==> src/core/eiu_consts.vh <==
// eiu_consts.vh: constants of the external interrupt unit
// assumes inclusion by bare name from the design file only
`ifndef EIU_CONSTS_VH
`define EIU_CONSTS_VH

// register map (word index, byte address is four times it)
`define EIU_STATUS_CTRL_IDX   2'h0
// bit positions in the status and control register
`define EIU_BIT_OSC_LOW       0
`define EIU_BIT_OSC_HIGH      1
`define EIU_BIT_PEND_CLEAR    2
`define EIU_BIT_PEND_FLAG     3
`define EIU_BIT_REQ_ENABLE    7
// reset values of the stored bits
`define EIU_RST_REQ_ENABLE    1'b1
`define EIU_RST_OSC_HIGH      1'b1
`define EIU_RST_OSC_LOW       1'b0

// vector pairs (high byte first, low byte at +1)
`define EIU_VEC_SOFT_TRAP     16'h1FFC
`define EIU_VEC_EXTERNAL      16'h1FFA

// interrupt frame: locations pushed on entry, popped on return
`define EIU_FRAME_LEN         3'h5
`define EIU_FRAME_LAST        3'h4

`endif

==> src/core/eiu_top.v <==
// eiu_top.v: external interrupt unit with its interrupt entry sequencer
// assumes one 50 MHz clock, pins synchronous to it, an Avalon-MM master
//
// Summary of operation
// - entry: push registers, set mask, load vector
// - return pops registers in reverse order
// - software trap always starts entry
// - mask set or enable clear blocks requests
// - instruction end samples latch, mask, enable
// - external vector fetch clears the request latch
// - latched request serviced once return clears mask
// - option selects edge or edge-and-level sensing
// - level mode: low pin keeps request present
// - edge mode: pin must rise, then fall
// - port option: rising port pin latches request
// - level mode: high port pin keeps request
// - edge mode: port pin must fall, rise
// - high port pin masks others; low pin masks ports
// - flag set by requests, unwritable, reset clears
// - flag clears on external vector fetch or clear write
// - clear bit write-only, reads zero
// - reset sets enable and high oscillator select
// - enable bit is read/write gate
// - select 00/10 internal, 01 crystal only
// - select 11 runs both, internal clocks
// - request under mask stays latched
// - entry pushes five, return pops five
//
// The Avalon-MM register port and the register offsets are this design's own decisions.
`include "eiu_consts.vh"
`timescale 1ns/1ns
`default_nettype none

module eiu_top (
    input  wire        CLOCK_I,            // bus clock
    input  wire        RST_N_I,            // asynchronous reset, active low
    // avalon-mm slave
    input  wire [1:0]  AVS_ADDRESS_I,      // word address
    input  wire        AVS_READ_I,         // read request
    input  wire        AVS_WRITE_I,        // write request
    input  wire [3:0]  AVS_BYTEENABLE_I,   // byte lanes
    input  wire [31:0] AVS_WRITEDATA_I,    // write data
    output reg  [31:0] AVS_READDATA_O,     // read data
    output reg         AVS_WAITREQUEST_O,  // stall, high by default
    // request pins
    input  wire        IRQ_N_I,            // interrupt pin, active low
    input  wire [3:0]  PORT_IRQ_I,         // port interrupt pins, active high
    // one-time options
    input  wire        LEVEL_SENSE_I,      // 1 = edge-and-level, 0 = edge only
    input  wire        PORT_IRQ_OPTION_I,  // 1 = port pins are sources
    // cpu side
    input  wire        INSN_END_I,         // pulse: instruction completes
    input  wire        SOFT_TRAP_I,        // with INSN_END_I: trap instruction
    input  wire        RETURN_I,           // with INSN_END_I: return instruction
    input  wire        MASK_CLEAR_I,       // pulse: software clears mask
    input  wire        MASK_SET_I,         // pulse: software sets mask
    output reg         STACK_PUSH_O,       // pulse: push one location
    output reg         STACK_POP_O,        // pulse: pop one location
    output reg  [2:0]  STACK_SLOT_O,       // register slot being moved
    output reg         VECTOR_FETCH_O,     // pulse: vector byte fetch
    output reg  [15:0] VECTOR_ADDR_O,      // vector byte address
    output reg         MASK_O,             // global interrupt mask
    output reg         BUSY_O,             // sequence in progress
    output reg         IRQ_PENDING_O,      // request latch state
    output reg         LPO_ENABLE_O,       // internal oscillator on
    output reg         XTAL_ENABLE_O,      // crystal oscillator on
    output reg         CLK_SEL_XTAL_O      // cpu clocked from crystal
);

    // bus timing: a request seen with waitrequest high
    // drops waitrequest for one cycle; the access is
    // taken at the next edge, two edges per access
    // pin timing: two sync stages and the edge stage put
    // the latch three edges behind a pin change, and the
    // pending output one edge behind the latch

    // sequencer states
    localparam [2:0] ST_IDLE = 3'h0;   // waiting for instruction end
    localparam [2:0] ST_PUSH = 3'h1;   // stacking the frame
    localparam [2:0] ST_MASK = 3'h2;   // setting the mask
    localparam [2:0] ST_VECH = 3'h3;   // fetching vector high byte
    localparam [2:0] ST_VECL = 3'h4;   // fetching vector low byte
    localparam [2:0] ST_POP  = 3'h5;   // unstacking the frame

    // one byte register at word zero; the flag bit
    // is a view of the latch, not a second copy
    // pin synchronisers
    reg        irq_n_meta_r;          // first stage, interrupt pin
    reg        irq_n_sync_r;          // second stage, interrupt pin
    reg [3:0]  port_meta_r;           // first stage, port pins
    reg [3:0]  port_sync_r;           // second stage, port pins
    reg        line_prev_r;           // combined request line, last cycle
    // options caught once after reset release
    reg        opt_taken_r;           // options captured
    reg        level_mode_r;          // edge-and-level sensing
    reg        port_opt_r;            // port pins enabled
    // status and control bits
    reg        enable_r;              // external request enable
    reg        osc_high_r;            // high oscillator select
    reg        osc_low_r;             // low oscillator select
    reg        latch_r;               // request latch, seen as pending flag
    // sequencer
    reg [2:0]  state_r;               // current state
    reg [2:0]  slot_r;                // frame slot counter
    reg        trap_r;                // entry taken for the soft trap
    reg        saved_mask_r;          // mask value stacked with the frame

    wire       port_any;              // any enabled port pin high
    wire       req_line;              // combined request line
    wire       edge_hit;              // new request edge
    wire       level_hit;             // request held by level
    wire       bus_take;              // access completes this edge
    wire       reg_sel;               // status register addressed
    wire       wr_low;                // write reaching the low byte
    wire       clr_hit;               // software clear of the latch
    wire       vec_clear;             // latch cleared by vector fetch
    wire       take_ext;              // external entry accepted
    wire [7:0] status_byte;           // register read value

    // returns the status register image
    function [7:0] status_image;
        input en;
        input flag;
        input hi;
        input lo;
        begin
            status_image                       = 8'h00;
            status_image[`EIU_BIT_REQ_ENABLE]  = en;
            status_image[`EIU_BIT_PEND_FLAG]   = flag;
            status_image[`EIU_BIT_OSC_HIGH]    = hi;
            status_image[`EIU_BIT_OSC_LOW]     = lo;
        end
    endfunction

    // reset values equal the idle pin levels, so
    // no false edge follows reset release
    // the detector never reads the first stage
    // two-flop synchronisers on every pin
    always @(posedge CLOCK_I or negedge RST_N_I) begin
        if (!RST_N_I) begin
            irq_n_meta_r <= 1'b1;
            irq_n_sync_r <= 1'b1;
            port_meta_r  <= 4'h0;
            port_sync_r  <= 4'h0;
        end else begin
            irq_n_meta_r <= IRQ_N_I;
            irq_n_sync_r <= irq_n_meta_r;
            port_meta_r  <= PORT_IRQ_I;
            port_sync_r  <= port_meta_r;
        end
    end

    // catch the one-time options in the first cycle after release
    always @(posedge CLOCK_I or negedge RST_N_I) begin
        if (!RST_N_I) begin
            opt_taken_r  <= 1'b0;
            level_mode_r <= 1'b0;
            port_opt_r   <= 1'b0;
        end else if (!opt_taken_r) begin
            opt_taken_r  <= 1'b1;
            level_mode_r <= LEVEL_SENSE_I;
            port_opt_r   <= PORT_IRQ_OPTION_I;
        end
    end

    // ports and pin share one line: while any is active the rest is hidden
    assign port_any  = |(port_sync_r & {4{port_opt_r}});
    assign req_line  = (~irq_n_sync_r) | port_any;
    // an edge needs the line to go inactive first
    assign edge_hit  = req_line & ~line_prev_r;
    // in level mode a held line keeps raising the request
    assign level_hit = level_mode_r & req_line;

    // combined line history
    always @(posedge CLOCK_I or negedge RST_N_I) begin
        if (!RST_N_I) begin
            line_prev_r <= 1'b0;
        end else begin
            line_prev_r <= req_line;
        end
    end

    // bus decode: an access completes when waitrequest is low
    assign bus_take  = (AVS_READ_I | AVS_WRITE_I) & ~AVS_WAITREQUEST_O;
    assign reg_sel   = (AVS_ADDRESS_I == `EIU_STATUS_CTRL_IDX);
    assign wr_low    = bus_take & AVS_WRITE_I & reg_sel & AVS_BYTEENABLE_I[0];
    // writing 1 clears, writing 0 does nothing
    assign clr_hit   = wr_low & AVS_WRITEDATA_I[`EIU_BIT_PEND_CLEAR];
    assign vec_clear = (state_r == ST_VECH) & ~trap_r;
    assign take_ext  = latch_r & ~MASK_O & enable_r;
    // clear bit is never stored, so it reads zero
    assign status_byte = status_image(enable_r, latch_r, osc_high_r, osc_low_r);

    // one latch for every source: set by edge or level
    // hits, cleared by the clear bit or the external
    // vector fetch; a trap fetch leaves it alone
    // limitation: software polls pins to find the source
    // request latch: a new request wins over a clear in the same cycle
    always @(posedge CLOCK_I or negedge RST_N_I) begin
        if (!RST_N_I) begin
            latch_r <= 1'b0;
        end else if (opt_taken_r && (edge_hit || level_hit)) begin
            latch_r <= 1'b1;
        end else if (clr_hit || vec_clear) begin
            latch_r <= 1'b0;
        end
    end

    // control bits; the flag position ignores writes
    always @(posedge CLOCK_I or negedge RST_N_I) begin
        if (!RST_N_I) begin
            enable_r   <= `EIU_RST_REQ_ENABLE;
            osc_high_r <= `EIU_RST_OSC_HIGH;
            osc_low_r  <= `EIU_RST_OSC_LOW;
        end else if (wr_low) begin
            enable_r   <= AVS_WRITEDATA_I[`EIU_BIT_REQ_ENABLE];
            osc_high_r <= AVS_WRITEDATA_I[`EIU_BIT_OSC_HIGH];
            osc_low_r  <= AVS_WRITEDATA_I[`EIU_BIT_OSC_LOW];
        end
    end

    // read data is loaded in the wait cycle, so it
    // stands at the edge where the access is taken
    // waitrequest drops for one cycle per access; read data ready then
    always @(posedge CLOCK_I or negedge RST_N_I) begin
        if (!RST_N_I) begin
            AVS_WAITREQUEST_O <= 1'b1;
            AVS_READDATA_O    <= 32'h00000000;
        end else if ((AVS_READ_I || AVS_WRITE_I) && AVS_WAITREQUEST_O) begin
            AVS_WAITREQUEST_O <= 1'b0;
            // unmapped words read as zero
            AVS_READDATA_O    <= reg_sel ? {24'h000000, status_byte} : 32'h00000000;
        end else begin
            AVS_WAITREQUEST_O <= 1'b1;
        end
    end

    // only code 01 switches the crystal in; code 11
    // lets it start while the internal oscillator
    // still clocks, so software can wait for it
    // oscillator controls decoded from the two select bits
    always @(posedge CLOCK_I or negedge RST_N_I) begin
        if (!RST_N_I) begin
            LPO_ENABLE_O   <= 1'b1;
            XTAL_ENABLE_O  <= 1'b0;
            CLK_SEL_XTAL_O <= 1'b0;
        end else begin
            // 00 and 10: internal only; 01: crystal only
            LPO_ENABLE_O   <= ~(osc_low_r & ~osc_high_r);
            XTAL_ENABLE_O  <= osc_low_r;
            // 11 starts the crystal but keeps the internal clock
            CLK_SEL_XTAL_O <= osc_low_r & ~osc_high_r;
        end
    end

    // priority at instruction end: return, then trap,
    // then an accepted external request
    // entry: five pushes, mask, two vector fetches
    // return: five pops from the top slot; with the last
    // pop the mask comes back from the copy saved at entry
    // limitation: one saved copy, no nested entries
    // mask pulses are honoured only while idle
    // entry and return sequencer
    always @(posedge CLOCK_I or negedge RST_N_I) begin
        if (!RST_N_I) begin
            state_r        <= ST_IDLE;
            slot_r         <= 3'h0;
            trap_r         <= 1'b0;
            saved_mask_r   <= 1'b1;
            MASK_O         <= 1'b1;
            STACK_PUSH_O   <= 1'b0;
            STACK_POP_O    <= 1'b0;
            STACK_SLOT_O   <= 3'h0;
            VECTOR_FETCH_O <= 1'b0;
            VECTOR_ADDR_O  <= 16'h0000;
            BUSY_O         <= 1'b0;
        end else begin
            STACK_PUSH_O   <= 1'b0;
            STACK_POP_O    <= 1'b0;
            VECTOR_FETCH_O <= 1'b0;
            case (state_r)
                ST_IDLE: begin
                    // software mask control between instructions
                    if (MASK_CLEAR_I) begin
                        MASK_O <= 1'b0;
                    end else if (MASK_SET_I) begin
                        MASK_O <= 1'b1;
                    end
                    if (INSN_END_I && RETURN_I) begin
                        state_r <= ST_POP;
                        slot_r  <= `EIU_FRAME_LAST;
                        BUSY_O  <= 1'b1;
                    end else if (INSN_END_I && SOFT_TRAP_I) begin
                        state_r      <= ST_PUSH;
                        trap_r       <= 1'b1;
                        slot_r       <= 3'h0;
                        saved_mask_r <= MASK_O;
                        BUSY_O       <= 1'b1;
                    end else if (INSN_END_I && take_ext) begin
                        state_r      <= ST_PUSH;
                        trap_r       <= 1'b0;
                        slot_r       <= 3'h0;
                        saved_mask_r <= MASK_O;
                        BUSY_O       <= 1'b1;
                    end
                end
                ST_PUSH: begin
                    // registers go onto the stack first
                    STACK_PUSH_O <= 1'b1;
                    STACK_SLOT_O <= slot_r;
                    if (slot_r == `EIU_FRAME_LAST) begin
                        state_r <= ST_MASK;
                    end else begin
                        slot_r  <= slot_r + 3'h1;
                    end
                end
                ST_MASK: begin
                    MASK_O  <= 1'b1;
                    state_r <= ST_VECH;
                end
                ST_VECH: begin
                    // external entry clears the latch here so new requests can be caught
                    VECTOR_FETCH_O <= 1'b1;
                    VECTOR_ADDR_O  <= trap_r ? `EIU_VEC_SOFT_TRAP : `EIU_VEC_EXTERNAL;
                    state_r        <= ST_VECL;
                end
                ST_VECL: begin
                    VECTOR_FETCH_O <= 1'b1;
                    VECTOR_ADDR_O  <= VECTOR_ADDR_O + 16'h0001;
                    state_r        <= ST_IDLE;
                    BUSY_O         <= 1'b0;
                end
                ST_POP: begin
                    // reverse order: last pushed slot comes back first
                    STACK_POP_O  <= 1'b1;
                    STACK_SLOT_O <= slot_r;
                    if (slot_r == 3'h0) begin
                        // condition codes restored: mask returns
                        MASK_O  <= saved_mask_r;
                        state_r <= ST_IDLE;
                        BUSY_O  <= 1'b0;
                    end else begin
                        slot_r  <= slot_r - 3'h1;
                    end
                end
                default: begin
                    state_r <= ST_IDLE;
                    BUSY_O  <= 1'b0;
                end
            endcase
        end
    end

    // registered copy keeps every output straight
    // from a flip-flop, at one cycle of latency
    // pending flag mirrored to a port
    always @(posedge CLOCK_I or negedge RST_N_I) begin
        if (!RST_N_I) begin
            IRQ_PENDING_O <= 1'b0;
        end else begin
            IRQ_PENDING_O <= latch_r;
        end
    end

endmodule // eiu_top

`default_nettype wire

==> config.mk <==
export PLATFORM = sky130hd
export DESIGN_NAME = eiu_top
export DESIGN_NICKNAME = d
export VERILOG_FILES = /design/src/core/eiu_top.v
export VERILOG_INCLUDE_DIRS = /design/src /design/src/core
export SDC_FILE = /design/constraint.sdc
export NUM_CORES = 1
export LEC_CHECK = 0
export BUFFER_PORTS_ARGS = -buffer_cell sky130_fd_sc_hd__buf_2
export CORE_MARGIN = 8
export CORE_UTILIZATION = 43
export CTS_CLUSTER_DIAMETER = 50
export DETAILED_ROUTE_END_ITERATION = 7
export PLACE_DENSITY = 0.77
export SYNTH_ARGS = -nofsm -noshare
export SYNTH_HDL_FRONTEND = slang
export SYNTH_SLANG_ARGS = --single-unit
==> constraint.sdc <==
create_clock -name CLOCK_I -period 1.83 [get_ports CLOCK_I]
set_input_delay 0.366 -clock CLOCK_I [delete_from_list [all_inputs] [get_ports CLOCK_I]]
set_output_delay 0.366 -clock CLOCK_I [all_outputs]
set_load 0.02 [all_outputs]
==> metrics.md <==
| Metric | Value |
|---|---|
| CTS clock-pin slew for the worst setup and hold paths | `0.07 ns` |
| Worst slew slack as a fraction of its limit | `66.2%` |
| Proportion of synthesized area in mux cells | `4.69%` |
| Number of synthesized flops with an enable pin | `0` |
| Number of port buffers | `55` |
| Post-detail-place hpwl | `4340 um` |
| Min Clock Period, post-route | `1.75 ns` |
| Number of buffers on the longest clock path | `2` |
| Vias in the first global route | `2,058` |
| Synthesis-to-finish area growth | `22.0%` |
| Sinks on Clock Net | `59` |
| Initial DRC Count | `108` |
| Routed WL per cell | `14.4 um` |
| DR vias | `2,095` |
| Final Net Count | `393` |
| Final worst slack | `0.0819 ns` |
| Clock tree skew after final layout | `0.0101 ns` |
| RSZ-0062 raised after global routing | `no` |
| Initial core utilization | `44.0%` |
| Peak Freq | `0.572 GHz` |
| Main synth FF type | `sky130_fd_sc_hd__dfrtp_1` |
| Number of synthesized register bits | `59` |
| Cell at the root of the clock tree | `sky130_fd_sc_hd__clkbuf_8` |
| Reg2Reg Launch Point | `state_r[0]` |
| Post-detailed-route via-to-cell ratio | `5.00` |
| Proportion of synthesized flip-flops having asynchronous set or reset | `100%` |
| Final clock period utilization by the worst path | `95.5%` |
| Worst Reg-to-Reg Cells | `6` |
| Compound-cell area share of the yosys netlist | `11.5%` |
| Max-slew violation total from the final report | `0` |
| Worst Path Max Fanout | `13` |
| Width of the die | `96.4 um` |
| Remaining routing DRC violations | `0` |
| Filler Cell Count | `555` |
| Final-report hold violation count | `0` |
| Global-route wire length before repair | `9430 um` |
| Result of the run | `complete, no violations` |
| Number of buffers inserted for hold repair after clock tree synthesis | `0` |
| Class of the tightest hold or removal check | `primary input to asynchronous set/reset pin` |
| Fraction of the mapped netlist area in adder cells | `1.17%` |
| Tightest hold margin | `0.0242 ns` |
| Layout Utilization | `53.6%` |
| Combinational family with the most area after synthesis | `simple AND/OR/NAND/NOR gates` |
| Largest net degree at the start of global routing | `60` |
| Static Leak | `1.60 nW` |
| Worst path required time | `2.04 ns` |
| Residual overflow from global routing | `0` |
| Kind of end point of the critical path | `flip-flop` |
| Fraction of final layout cells sized beyond drive strength 1 | `32.2%` |
| Mapped Cells | `265` |
| Antenna violations before repair | `0` |
| Worst-margin pin slew | `0.504 ns` |
| Global routing usage summed across all routing layers | `13.3%` |
| Number of core rows | `29` |
| Critical Path Source Type | `flip-flop` |
| IR drop worst, VDD | `981 uV` |
| Average size of a mapped cell | `10.5 um^2` |
| Clock buffer count from CTS | `9` |
| Setup Viol. Count Final | `0` |
| Cell area after synthesis | `2780 um^2` |
| Post-CTS Setup Inserts | `0` |
| DR pass1 iterations | `4` |
| Number of ports placed on the die boundary | `115` |
| Share of the synthesized netlist area taken by xor and xnor gates | `1.89%` |
| CP arrival | `1.96 ns` |
| Commonest cells after routing, fill and taps aside | `sky130_fd_sc_hd__buf_2 (55), sky130_fd_sc_hd__dfrtp_1 (50), sky130_fd_sc_hd__nand2_1 (39), sky130_fd_sc_hd__conb_1 (29), sky130_fd_sc_hd__buf_4 (15)` |
| Number of warnings reported in the yosys synthesis log | `0` |
| DIE HEIGHT | `96.4 um` |
| Maximum capacitance violations | `0` |
| Post-Route Setup TNS | `0 ns` |
| Routability-driven placement congestion ratio | `0.836` |
| Wirelength, routed | `6020 um` |
| Setup slack after placement | `0.0134 ns` |
| Distinct cell type count of the synthesized netlist | `52` |
| Sequential share of the synthesized area | `53.5%` |
| TritonCTS clock tree | `done` |
| Antenna diodes | `0` |
| Source of the critical timing path | `state_r[0]` |
| Most frequent standard cell in the layout excluding fill and tap cells | `sky130_fd_sc_hd__buf_2` |
| Power per cell area | `1730 nW/um^2` |
| Crit Path Category | `flip-flop to flip-flop` |
| Die Area | `9280 um^2` |
| Count of H-tree levels built during CTS | `3` |
| Placeable core region | `6310 um^2` |
| Synthesized-area fraction occupied by and/or/nand/nor cells | `17.5%` |
| Post-route ant nets | `0` |
| Clock Latency Late Sink | `0.34 ns` |
[metal layers]
metal | track usage, % | wire [um] | vias to the layer above
met1 | 14.9 | 2590 | 1009
met2 | 21.4 | 2820 | 59
li1 | - | - | 1016
met5 | 0 | 0 | -
met3 | 6.32 | 534 | 11
met4 | 5.17 | 74 | 0
[timing repair]
action	4_1_cts	5_1_grt
setup endpoints to repair	0	3
hold endpoints to repair	0	0
resized for setup	0	5
[power breakdown]
| part | leakage, nW | internal, mW | switching, mW | total [mW] |
|---|---|---|---|---|
| clock network | 0.106 | 0.774 | 0.549 | 1.32 |
| logic | 0.813 | 1.04 | 1.40 | 2.44 |
| registers | 0.679 | 1.73 | 0.375 | 2.10 |
[logic make-up after synthesis]
family                   count (synthesis)
AO/OA/AOI/OAI                           48
XOR/XNOR                                 6
adder cells (fa/ha/maj)                  2
buffers and inverters                   41
flip-flops                              59
multiplexers                            12
other                                    2
AND/OR/NAND/NOR                         95
[metrics by stage]
stage | area (um^2) | power [mW] | cells
6_report | 3390 | 5.86 | 419
2_1_floorplan | 2880 | 3.74 | 292
4_1_cts | 3360 | 5.87 | 419
3_5_place_dp | 3140 | 4.50 | 403
3_3_place_gp | 3140 | 4.42 | 403
5_1_grt | 3390 | 6.27 | 419
[worst paths after layout]
path | end | slack (ns)
worst min-delay path | AVS_READDATA_O[1] | 0.02
min in group CLOCK_I | irq_n_meta_r | 0.12
max in group asynchronous | osc_high_r | 1.50
worst max-delay path | VECTOR_ADDR_O[10] | 0.08
worst min register to register | port_sync_r[0] | 0.35
worst max register to register | VECTOR_ADDR_O[10] | 0.08
[cells in the mapped netlist, drive strengths merged, types with 2 or more instances]
cell type	count	area share (%)
a21o	2	0.54
a21oi	10	1.8
a22o	2	0.63
a31oi	3	0.68
and3	5	1.1
and4	4	1.3
buf	33	8.3
clkbuf	4	0.54
conb	2	0.27
dfrtp	51	46
dfstp	8	7.6
inv	4	0.54
mux2	8	3.2
mux2i	4	1.4
nand2	39	5.3
nand2b	6	1.4
nand3	7	1.3
nand3b	2	0.54
nand4	6	1.4
nand4b	2	0.63
nor2	10	1.4
nor2b	5	1.1
nor3	2	0.36
nor4	2	0.45
o21a	2	0.54
o21ai	15	2.7
xnor2	4	1.3
xor2	2	0.63
[critical path: stages (launching register included)]
cell	delay, ns
sky130_fd_sc_hd__dfrtp_1	0.37
sky130_fd_sc_hd__buf_4	0.18
sky130_fd_sc_hd__or3b_4	0.40
sky130_fd_sc_hd__a211oi_2	0.23
sky130_fd_sc_hd__buf_4	0.17
sky130_fd_sc_hd__and4_1	0.20
sky130_fd_sc_hd__o21ai_1	0.06
[final cells by class]
type,count,area (um^2),share of cell area (%)
Clock inverter,7,101,2.99
Clock buffer,9,124,3.66
Tap cell,77,96.3,2.84
Multi-Input combinational cell,192,1150,34.1
Sequential cell,59,1490,43.9
Inverter,4,15.0,0.443
Timing Repair Buffer,71,408,12.0
[registers in the layout (all words and copies together), names as in the netlist, 3 cells and up]
signal and flops:
slot_r 3, VECTOR_ADDR_O 16, port_sync_r 4, port_meta_r 4
AVS_READDATA_O 4, STACK_SLOT_O 3, state_r 3
Note: power is estimated with default switching activity, not from simulation.
